File: config.mk
export PLATFORM = sky130hd
export DESIGN_NAME = io_route_ctrl
export DESIGN_NICKNAME = d
export VERILOG_FILES = /design/src/hw/io_route_pkg.sv /design/src/hw/io_route_ctrl.sv
export SDC_FILE = /design/constraint.sdc
export NUM_CORES = 2
export LEC_CHECK = 0
export BUFFER_PORTS_ARGS = -buffer_cell sky130_fd_sc_hd__buf_2
export CELL_PAD_IN_SITES_DETAIL_PLACEMENT = 0
export CELL_PAD_IN_SITES_GLOBAL_PLACEMENT = 1
export CORE_MARGIN = 4
export CORE_UTILIZATION = 50
export CTS_BUF_LIST = sky130_fd_sc_hd__clkbuf_8
export CTS_CLUSTER_DIAMETER = 30
export DETAILED_ROUTE_END_ITERATION = 7
export PLACE_DENSITY_LB_ADDON = 0.2
export RECOVER_POWER = 50
export SYNTH_ARGS = -nofsm -noshare
export SYNTH_HDL_FRONTEND = slang
export SYNTH_SLANG_ARGS = --single-unit
File: constraint.sdc
create_clock -name CLK_SYS -period 4.54 [get_ports CLK_SYS]
set_clock_uncertainty 0.2 [all_clocks]
set_input_delay 0.908 -clock CLK_SYS [delete_from_list [all_inputs] [get_ports CLK_SYS]]
set_output_delay 0.908 -clock CLK_SYS [all_outputs]
set_load 0.03 [all_outputs]
File: src/hw/io_route_pkg.sv
// Purpose: shared constants and carriers for the digital input routing and output control block
// Assumes: 100 MHz system clock, 32-bit register port with byte addresses
// Notes:   source codes, register offsets and timing counts are named here once
package io_route_pkg;

    // register byte addresses
    localparam logic [7:0] ADDR_INPUT_WORD          = 8'h00;
    localparam logic [7:0] ADDR_OUTPUT_WORD         = 8'h04;
    localparam logic [7:0] ADDR_OUTPUT_POLARITY     = 8'h08;
    localparam logic [7:0] ADDR_OUTPUT_MANUAL_EN    = 8'h0c;
    localparam logic [7:0] ADDR_OUTPUT_MANUAL_VAL   = 8'h10;
    localparam logic [7:0] ADDR_OUTPUT_APPLIED      = 8'h14;
    localparam logic [7:0] ADDR_OUTPUT_ROUTING_EN   = 8'h18;
    localparam logic [7:0] ADDR_LED_CONTROL         = 8'h1c;
    localparam logic [7:0] ADDR_INPUT_ROUTING_EN    = 8'h20;
    localparam logic [7:0] ADDR_SPECIAL_FUNC_EN     = 8'h24;
    localparam logic [7:0] ADDR_IRQ_STATUS          = 8'h28;
    localparam logic [7:0] ADDR_IRQ_MASK            = 8'h2c;
    localparam logic [7:0] ADDR_OUTPUT_UNUSED       = 8'h30;
    localparam logic [7:0] ADDR_FAULT_REACTION      = 8'h34;
    localparam logic [7:0] ADDR_FAULT_CONTROL       = 8'h38;
    localparam logic [7:0] ADDR_ROUTE_SELECT_BASE   = 8'h80;

    // field positions
    localparam int BIT_INTERLOCK       = 3;
    localparam int BIT_BRAKE           = 0;
    localparam int BIT_OUTPUT_FIRST    = 16;
    localparam int BIT_LED_GREEN       = 0;
    localparam int BIT_LED_RED         = 1;
    localparam int BIT_IRQ_INTERLOCK   = 0;
    localparam int BIT_IRQ_INPUT_CHG   = 1;
    localparam int BIT_FAULT_CLEAR     = 0;
    localparam int NUM_SPECIAL_INPUTS  = 4;

    // source codes of the input router
    localparam logic [6:0] SRC_ZERO        = 7'h00;
    localparam logic [6:0] SRC_PHYS_FIRST  = 7'h01;
    localparam logic [6:0] SRC_PHYS_LAST   = 7'h10;
    localparam logic [6:0] SRC_ENC_A       = 7'h44;
    localparam logic [6:0] SRC_ENC_B       = 7'h45;
    localparam logic [6:0] SRC_ENC_INDEX   = 7'h46;
    localparam logic [6:0] SRC_LINK_ACTIVE = 7'h48;
    localparam int         SRC_INVERT_BIT  = 7;

    // reset values
    localparam logic [31:0] RESET_WORD      = 32'h0000_0000;
    localparam logic [7:0]  RESET_ROUTE_SEL = 8'h00;
    localparam logic [15:0] RESET_FAULT     = 16'h0000;

    // timing
    localparam int CLK_FREQ_MHZ      = 100;
    localparam int SAMPLE_PERIOD_US  = 1000;
    localparam int SAMPLE_CYCLES     = SAMPLE_PERIOD_US * CLK_FREQ_MHZ;
    localparam int BLINK_HALF_MS     = 250;
    localparam int BLINK_HALF_TICKS  = BLINK_HALF_MS * 1000 / SAMPLE_PERIOD_US;

    // sampled input lines
    typedef struct packed {
        logic        link_active;
        logic        enc_index;
        logic        enc_b;
        logic        enc_a;
        logic [15:0] phys;
    } in_lines_s;

    // output configuration
    typedef struct packed {
        logic [31:0] word;
        logic [31:0] polarity;
        logic [31:0] manual_en;
        logic [31:0] manual_val;
        logic [31:0] routing_en;
        logic [1:0]  led;
    } out_cfg_s;

endpackage

File: src/hw/io_route_ctrl.sv
// Purpose: input word routing, interlock gating, open-drain output control and green/red status LEDs
// Assumes: all pins synchronous to CLK_SYS; registers reached over a plain strobe port
// Notes:   input word is rebuilt once per sample tick from debounced lines
`timescale 1ns/100ps

module io_route_ctrl
    import io_route_pkg::*;
#(
    parameter int NUM_OUTPUTS  = 2,
    parameter int SAMPLE_TICKS = SAMPLE_CYCLES,
    parameter int BLINK_TICKS  = BLINK_HALF_TICKS
) (
    // clock and reset
    input  wire logic                   CLK_SYS,
    input  wire logic                   RST_N,
    // register port
    input  wire logic [7:0]             REG_ADDR,
    input  wire logic [31:0]            REG_WDATA,
    input  wire logic                   REG_WR,
    input  wire logic                   REG_RD,
    output logic      [31:0]            REG_RDATA,
    // input lines
    input  wire logic [15:0]            PHYS_IN,
    input  wire logic                   ENC_A,
    input  wire logic                   ENC_B,
    input  wire logic                   ENC_INDEX,
    input  wire logic                   LINK_ACTIVE,
    // open-drain outputs
    output logic      [NUM_OUTPUTS-1:0] OUT_O,
    output logic      [NUM_OUTPUTS-1:0] OUT_OE,
    output logic                        BRAKE_O,
    output logic                        BRAKE_OE,
    // motion control
    output logic                        MOTION_PERMIT,
    output logic                        ERROR_STATE,
    output logic                        FAULT_REACTION_START,
    output logic      [15:0]            FAULT_REACTION,
    // indicators and interrupt
    output logic                        LED_GREEN,
    output logic                        LED_RED,
    output logic                        IRQ
);

    localparam int TICK_W  = $clog2(SAMPLE_TICKS + 1);
    localparam int BLINK_W = $clog2(BLINK_TICKS + 1);
    localparam logic [TICK_W-1:0]  TICK_LAST  = TICK_W'(SAMPLE_TICKS - 1);
    localparam logic [BLINK_W-1:0] BLINK_LAST = BLINK_W'(BLINK_TICKS - 1);

    typedef struct packed {
        logic [TICK_W-1:0]    tick_cnt;
        logic [BLINK_W-1:0]   blink_cnt;
        logic                 blink;
        in_lines_s            sample;
        in_lines_s            stable;
        logic [31:0]          input_word;
        logic [31:0][7:0]     route_sel;
        logic                 routing_en;
        logic [3:0]           special_en;
        out_cfg_s             out_cfg;
        logic [31:0]          applied;
        logic                 error;
        logic                 fault_start;
        logic [15:0]          fault_reaction;
        logic [1:0]           irq_status;
        logic [1:0]           irq_mask;
        logic [31:0]          rdata;
    } state_s;

    state_s s_q;
    state_s s_d;

    // one routed bit from its selector code
    function automatic logic route_bit(input logic [7:0] code, input in_lines_s lines);
        logic [6:0] base;
        logic       val;
        base = code[6:0];
        val  = 1'b0;
        if (base >= SRC_PHYS_FIRST && base <= SRC_PHYS_LAST) begin
            val = lines.phys[4'(base - SRC_PHYS_FIRST)];
        end else if (base == SRC_ENC_A) begin
            val = lines.enc_a;
        end else if (base == SRC_ENC_B) begin
            val = lines.enc_b;
        end else if (base == SRC_ENC_INDEX) begin
            val = lines.enc_index;
        end else if (base == SRC_LINK_ACTIVE) begin
            val = lines.link_active;
        end
        return val ^ code[SRC_INVERT_BIT];
    endfunction

    // masked write of one 32-bit register
    function automatic logic [31:0] reg_hit(input logic [7:0] addr, input logic [7:0] target);
        return {32{addr == target}};
    endfunction

    in_lines_s   lines_now;
    logic [31:0] routed;
    logic [31:0] level;
    logic        tick;
    logic        wr_route;
    logic [4:0]  route_idx;

    always_comb begin
        lines_now   = '{link_active: LINK_ACTIVE, enc_index: ENC_INDEX, enc_b: ENC_B,
                        enc_a: ENC_A, phys: PHYS_IN};
        tick        = (s_q.tick_cnt == TICK_LAST);
        wr_route    = REG_WR && (REG_ADDR >= ADDR_ROUTE_SELECT_BASE);
        route_idx   = REG_ADDR[6:2];
        for (int b = 0; b < 32; b++) begin
            routed[b] = route_bit(s_q.route_sel[b], s_q.stable);
        end
        level = (s_q.out_cfg.manual_en & s_q.out_cfg.manual_val)
              | (~s_q.out_cfg.manual_en & (s_q.out_cfg.word ^ s_q.out_cfg.polarity));
    end

    always_comb begin
        s_d             = s_q;
        s_d.fault_start = 1'b0;
        s_d.rdata       = '0;

        s_d.tick_cnt = tick ? '0 : TICK_W'(s_q.tick_cnt + 1'b1);
        if (tick) begin
            s_d.sample = lines_now;
            // only a level seen on two ticks is taken
            for (int b = 0; b < $bits(in_lines_s); b++) begin
                if (lines_now[b] == s_q.sample[b]) begin
                    s_d.stable[b] = s_q.sample[b];
                end
            end
            if (s_q.routing_en) begin
                s_d.input_word = routed;
            end else begin
                s_d.input_word = {s_q.stable.phys,
                                  12'h000, s_q.stable.phys[NUM_SPECIAL_INPUTS-1:0] & s_q.special_en};
            end
            if (s_d.input_word != s_q.input_word) begin
                s_d.irq_status[BIT_IRQ_INPUT_CHG] = 1'b1;
            end
            // gating only with special enable bit 3
            if (s_q.special_en[BIT_INTERLOCK] && !s_d.input_word[BIT_INTERLOCK] && !s_q.error) begin
                s_d.error                         = 1'b1;
                s_d.fault_start                   = 1'b1;
                s_d.irq_status[BIT_IRQ_INTERLOCK] = 1'b1;
            end
            s_d.blink_cnt = (s_q.blink_cnt == BLINK_LAST) ? '0 : BLINK_W'(s_q.blink_cnt + 1'b1);
            if (s_q.blink_cnt == BLINK_LAST) begin
                s_d.blink = ~s_q.blink;
            end
        end

        // brake at bit 0, outputs from bit 16, rest unassigned
        s_d.applied = '0;
        s_d.applied[BIT_BRAKE] = level[BIT_BRAKE];
        for (int n = 0; n < NUM_OUTPUTS; n++) begin
            s_d.applied[BIT_OUTPUT_FIRST + n] = level[BIT_OUTPUT_FIRST + n];
        end

        if (REG_WR) begin
            s_d.out_cfg.word       = (s_q.out_cfg.word & ~reg_hit(REG_ADDR, ADDR_OUTPUT_WORD))
                                   | (REG_WDATA & reg_hit(REG_ADDR, ADDR_OUTPUT_WORD));
            s_d.out_cfg.polarity   = (s_q.out_cfg.polarity & ~reg_hit(REG_ADDR, ADDR_OUTPUT_POLARITY))
                                   | (REG_WDATA & reg_hit(REG_ADDR, ADDR_OUTPUT_POLARITY));
            s_d.out_cfg.manual_en  = (s_q.out_cfg.manual_en & ~reg_hit(REG_ADDR, ADDR_OUTPUT_MANUAL_EN))
                                   | (REG_WDATA & reg_hit(REG_ADDR, ADDR_OUTPUT_MANUAL_EN));
            s_d.out_cfg.manual_val = (s_q.out_cfg.manual_val & ~reg_hit(REG_ADDR, ADDR_OUTPUT_MANUAL_VAL))
                                   | (REG_WDATA & reg_hit(REG_ADDR, ADDR_OUTPUT_MANUAL_VAL));
            s_d.out_cfg.routing_en = (s_q.out_cfg.routing_en & ~reg_hit(REG_ADDR, ADDR_OUTPUT_ROUTING_EN))
                                   | (REG_WDATA & reg_hit(REG_ADDR, ADDR_OUTPUT_ROUTING_EN));
            if (REG_ADDR == ADDR_LED_CONTROL) begin
                s_d.out_cfg.led = REG_WDATA[1:0];
            end
            if (REG_ADDR == ADDR_INPUT_ROUTING_EN) begin
                s_d.routing_en = REG_WDATA[0];
            end
            if (REG_ADDR == ADDR_SPECIAL_FUNC_EN) begin
                s_d.special_en = REG_WDATA[3:0];
            end
            if (REG_ADDR == ADDR_IRQ_MASK) begin
                s_d.irq_mask = REG_WDATA[1:0];
            end
            if (REG_ADDR == ADDR_FAULT_REACTION) begin
                s_d.fault_reaction = REG_WDATA[15:0];
            end
            // error leaves only once the release bit is back or the interlock is disabled
            if (REG_ADDR == ADDR_FAULT_CONTROL && REG_WDATA[BIT_FAULT_CLEAR] &&
                !(s_q.special_en[BIT_INTERLOCK] && !s_q.input_word[BIT_INTERLOCK]) && !s_d.fault_start) begin
                s_d.error = 1'b0;
            end
            // write one to clear; a same-cycle event wins only if its bit was clear
            if (REG_ADDR == ADDR_IRQ_STATUS) begin
                s_d.irq_status = (s_q.irq_status & ~REG_WDATA[1:0]) | (s_d.irq_status & ~s_q.irq_status);
            end
            if (wr_route) begin
                s_d.route_sel[route_idx] = REG_WDATA[7:0];
            end
        end

        if (REG_RD) begin
            if (REG_ADDR >= ADDR_ROUTE_SELECT_BASE) begin
                s_d.rdata = {24'h000000, s_q.route_sel[route_idx]};
            end else begin
                unique case (REG_ADDR)
                    ADDR_INPUT_WORD:        s_d.rdata = s_q.input_word;
                    ADDR_OUTPUT_WORD:       s_d.rdata = s_q.out_cfg.word;
                    ADDR_OUTPUT_POLARITY:   s_d.rdata = s_q.out_cfg.polarity;
                    ADDR_OUTPUT_MANUAL_EN:  s_d.rdata = s_q.out_cfg.manual_en;
                    ADDR_OUTPUT_MANUAL_VAL: s_d.rdata = s_q.out_cfg.manual_val;
                    ADDR_OUTPUT_APPLIED:    s_d.rdata = s_q.applied;
                    ADDR_OUTPUT_ROUTING_EN: s_d.rdata = s_q.out_cfg.routing_en;
                    ADDR_LED_CONTROL:       s_d.rdata = {30'h0, s_q.out_cfg.led};
                    ADDR_INPUT_ROUTING_EN:  s_d.rdata = {31'h0, s_q.routing_en};
                    ADDR_SPECIAL_FUNC_EN:   s_d.rdata = {28'h0, s_q.special_en};
                    ADDR_IRQ_STATUS:        s_d.rdata = {30'h0, s_q.irq_status};
                    ADDR_IRQ_MASK:          s_d.rdata = {30'h0, s_q.irq_mask};
                    ADDR_FAULT_REACTION:    s_d.rdata = {16'h0000, s_q.fault_reaction};
                    ADDR_FAULT_CONTROL:     s_d.rdata = {31'h0, s_q.error};
                    default:                s_d.rdata = '0;
                endcase
            end
        end
    end

    always_ff @(posedge CLK_SYS) begin
        if (!RST_N) begin
            s_q                <= '0;
            s_q.out_cfg        <= '{word: RESET_WORD, polarity: RESET_WORD, manual_en: RESET_WORD,
                                    manual_val: RESET_WORD, routing_en: RESET_WORD, led: 2'h0};
            s_q.route_sel      <= {32{RESET_ROUTE_SEL}};
            s_q.fault_reaction <= RESET_FAULT;
        end else begin
            s_q <= s_d;
        end
    end

    // open drain: a high level releases the pin, a low level pulls it
    always_comb begin
        for (int n = 0; n < NUM_OUTPUTS; n++) begin
            OUT_O[n]  = 1'b0;
            OUT_OE[n] = ~s_q.applied[BIT_OUTPUT_FIRST + n];
        end
        BRAKE_O              = 1'b0;
        BRAKE_OE             = ~s_q.applied[BIT_BRAKE];
        REG_RDATA            = s_q.rdata;
        MOTION_PERMIT        = !s_q.error &&
                               (!s_q.special_en[BIT_INTERLOCK] || s_q.input_word[BIT_INTERLOCK]);
        ERROR_STATE          = s_q.error;
        FAULT_REACTION_START = s_q.fault_start;
        FAULT_REACTION       = s_q.fault_reaction;
        LED_GREEN            = s_q.out_cfg.led[BIT_LED_GREEN] && !s_q.error && s_q.blink;
        LED_RED              = s_q.out_cfg.led[BIT_LED_RED] && s_q.error && s_q.blink;
        IRQ                  = |(s_q.irq_status & s_q.irq_mask);
    end

endmodule

==> results.yml <==
run_status:
  violations: "max-capacitance violations, max-slew violations"
  status: "complete, but fails checks"
timing:
  rsz0062_at_grt: "false"
  hold_violations: 0
  worstMarginPinSlew_ns: 1.94
  finalCriticalPeriod_ns: 4.22
  max_slew_margin_pct: -29.3
  setup_ws_ns: 0.322
  finalCritPeriodShare_pct: 92.9
  timing.fmax_mhz: 237
  slew_viol_final: 241
  setup-tns-final_ns: 0
  setup_viol: 0
  hold_slack_ns: 0.187
logic_synthesis:
  synth_area_sq_mm: 0.0369
  yosysMostFrequentCell: "nand2_1"
  synth_edf_count: 0
  synth_top_cell_by_area: "dfxtp_1"
  syn_avg_cell_area_sq_um: 8.42
  async_flop_share_pct: 0
  yosysSeqAreaShare_pct: 31.4
  synth.top_cell.area_share_pct: 31.4
  synthTopCellsByArea: "dfxtp_1, mux4_2, a21boi_0"
  synthFlopType: "dfxtp_1"
  synth_seq_cells: 578
  syn-instance-count: 4380
  synth_cell_type_count: 90
  ys_warn_count: 0
  synthTopCellsByCount: "nand2_1, dfxtp_1, a21boi_0"
finish:
  final_core_util_pct: 56.5
  layout-drive-gt1-share_pct: 15.2
  finalNetCount: 4511
  area_delta_synth_final_pct: 11.9
global_route:
  grt_pass1_vias: 32587
  grt_remaining_overflow: 0
  grt_pass1_wl_um: 212000
  grt_max_degree: 191
  antenna_found_initial: 11
  grt_usage_pct: 35.6
setup_path:
  path_class: "input pin to flip-flop"
  cp.required_ns: 5.06
  critPathMaxFanout: 70
  r2r-start: "s_q[556]$_SDFFE_PN0P_"
  r2r_cells: 10
  worstSetupStartpointType: "input pin"
  reg2reg_slack_ns: 0.45
  endpoint_kind: "flip-flop"
  crit_arrival_ns: 4.74
  r2r-end: "s_q[35]$_SDFF_PN0_"
power:
  p_total_w: 0.0129
  powerDensity_mw_per_mm2: 311
  p_leak_nw: 13.9
  vdd_drop_max_mv: 0.325
cts:
  cts_tree: "built"
  cts_max_path_buffers: 3
  numCtsBuffers: 146
  ctsHoldBuffers: 0
  cts_sinks: 578
  cts_setup_buffers: 0
  clock_latency_ns: 0.83
  htreeDepth: 4
  cts_resized: 0
  cts_root_buffer: "clkbuf_8"
  clk_pin_slew_ns: 0.06
floorplan:
  die_area_sq_mm: 0.0782
  coreArea_sq_mm: 0.0731
  start_util_pct: 50.5
  die_w_um: 280
  ios: 124
  die_h_um: 280
  rows: 99
drt:
  drt-initial-drc-count: 4667
  drc: 0
  ant_nets: 0
  viasPerCell: 6.43
  drt-total-wl_um: 144000
  drt-pass1-iter-count: 6
  vias: 34967
  avgRoutedWirePerCell_um: 26.5
placement:
  gp_congestion: 1.00
  dp_hpwl_um: 97200
  port_buffers: 120
  pre_cts_ws_ns: 0.617
hold_path:
  hp-class: "input pin to flip-flop"
  min_to: "s_q[580]$_SDFFE_PN0P_"
  hold-path-cell-count: 3
  min_from: "LINK_ACTIVE"
flow_run:
  cap_violations: 4
## routing by layer
metal | vias to the layer above | routed length (um) | share of wire [%] | GRT usage [%]
li1 | 15680 | - | - | -
met1 | 16824 | 58800 | 41 | 48.3
met2 | 2002 | 61700 | 43 | 52.8
met3 | 459 | 16300 | 11 | 10.2
met4 | 2 | 7140 | 5.0 | 16.2
met5 | - | 13 | 0.0090 | 0
## report_power, final
part | internal [W] | switching [W]
clock network | 0.00425 | 0.00295
registers | 0.00509 | 0.0000212
logic | 0.000173 | 0.000376
## worst max-delay path, cell delays in order
cell and delay, ns:
clkbuf_4 0.11, clkbuf_4 0.75, nor2_1 0.64, nand2_1 0.18, nor2_1 0.79, clkbuf_1 0.78
a222oi_1 0.16, a21oi_1 0.28
## worst max-delay path by stage
stage                                     start                  endpoint  slack (ns)  cells after the start
after floorplan           s_q[325]$_SDFFE_PN0P_        s_q[35]$_SDFF_PN0_        0.98                     13
after global placement    s_q[293]$_SDFFE_PN0P_        s_q[35]$_SDFF_PN0_        0.64                     12
after detailed placement  s_q[285]$_SDFFE_PN0P_        s_q[35]$_SDFF_PN0_        0.62                     12
after CTS                 s_q[285]$_SDFFE_PN0P_        s_q[35]$_SDFF_PN0_        0.57                     12
after global routing                REG_ADDR[2]  REG_RDATA[25]$_SDFF_PP0_        0.07                      8
final                               REG_ADDR[2]  REG_RDATA[27]$_SDFF_PP0_        0.32                      8
## metrics by stage
step | instances | instance area (sq um)
final | 5436 | 41300
after global placement | 5159 | 38100
after detailed placement | 5159 | 38100
after floorplan | 4382 | 36900
after global routing | 5432 | 41300
after CTS | 5429 | 41400
## layout by cell type, fill, tap and decap left out, types with 30 or more instances in the layout
cell / instances
nand2_1: 846
a31oi_1: 41
a21oi_1: 102
xnor2_1: 66
o21ai_0: 269
a222oi_1: 46
inv_1: 131
dfxtp_1: 563
mux4_2: 159
mux2i_1: 117
nor3_1: 49
nand2b_1: 35
buf_2: 65
xor2_1: 76
buf_4: 106
nor2_1: 128
clkbuf_8: 179
nor2b_1: 93
clkbuf_1: 67
a21boi_0: 457
a211oi_1: 31
nand3b_1: 30
ha_1: 99
a22oi_1: 56
nand3_1: 99
## cell families after synthesis
group,count (synthesis),synth area share (%)
DFF,578,31.4
muxes,302,13.8
AOI/OAI and AO/OA,1209,22.9
xor gates and xnor gates,143,3.42
other,1,0.0102
and+or+nand+nor,1496,18.9
buffers and inverters,552,6.25
adders and majority gates,99,3.36
## final cells by class
class,count,area [sq um]
inverter,111,417
clock buffer,179,2460
antenna,7,17.5
fill,6902,31800
tap,959,1200
timing repair buffer,259,1680
sequential,578,11600
multi-input combinational,3252,23000
clock inverter,91,868
(Power assumes the default switching activity.)
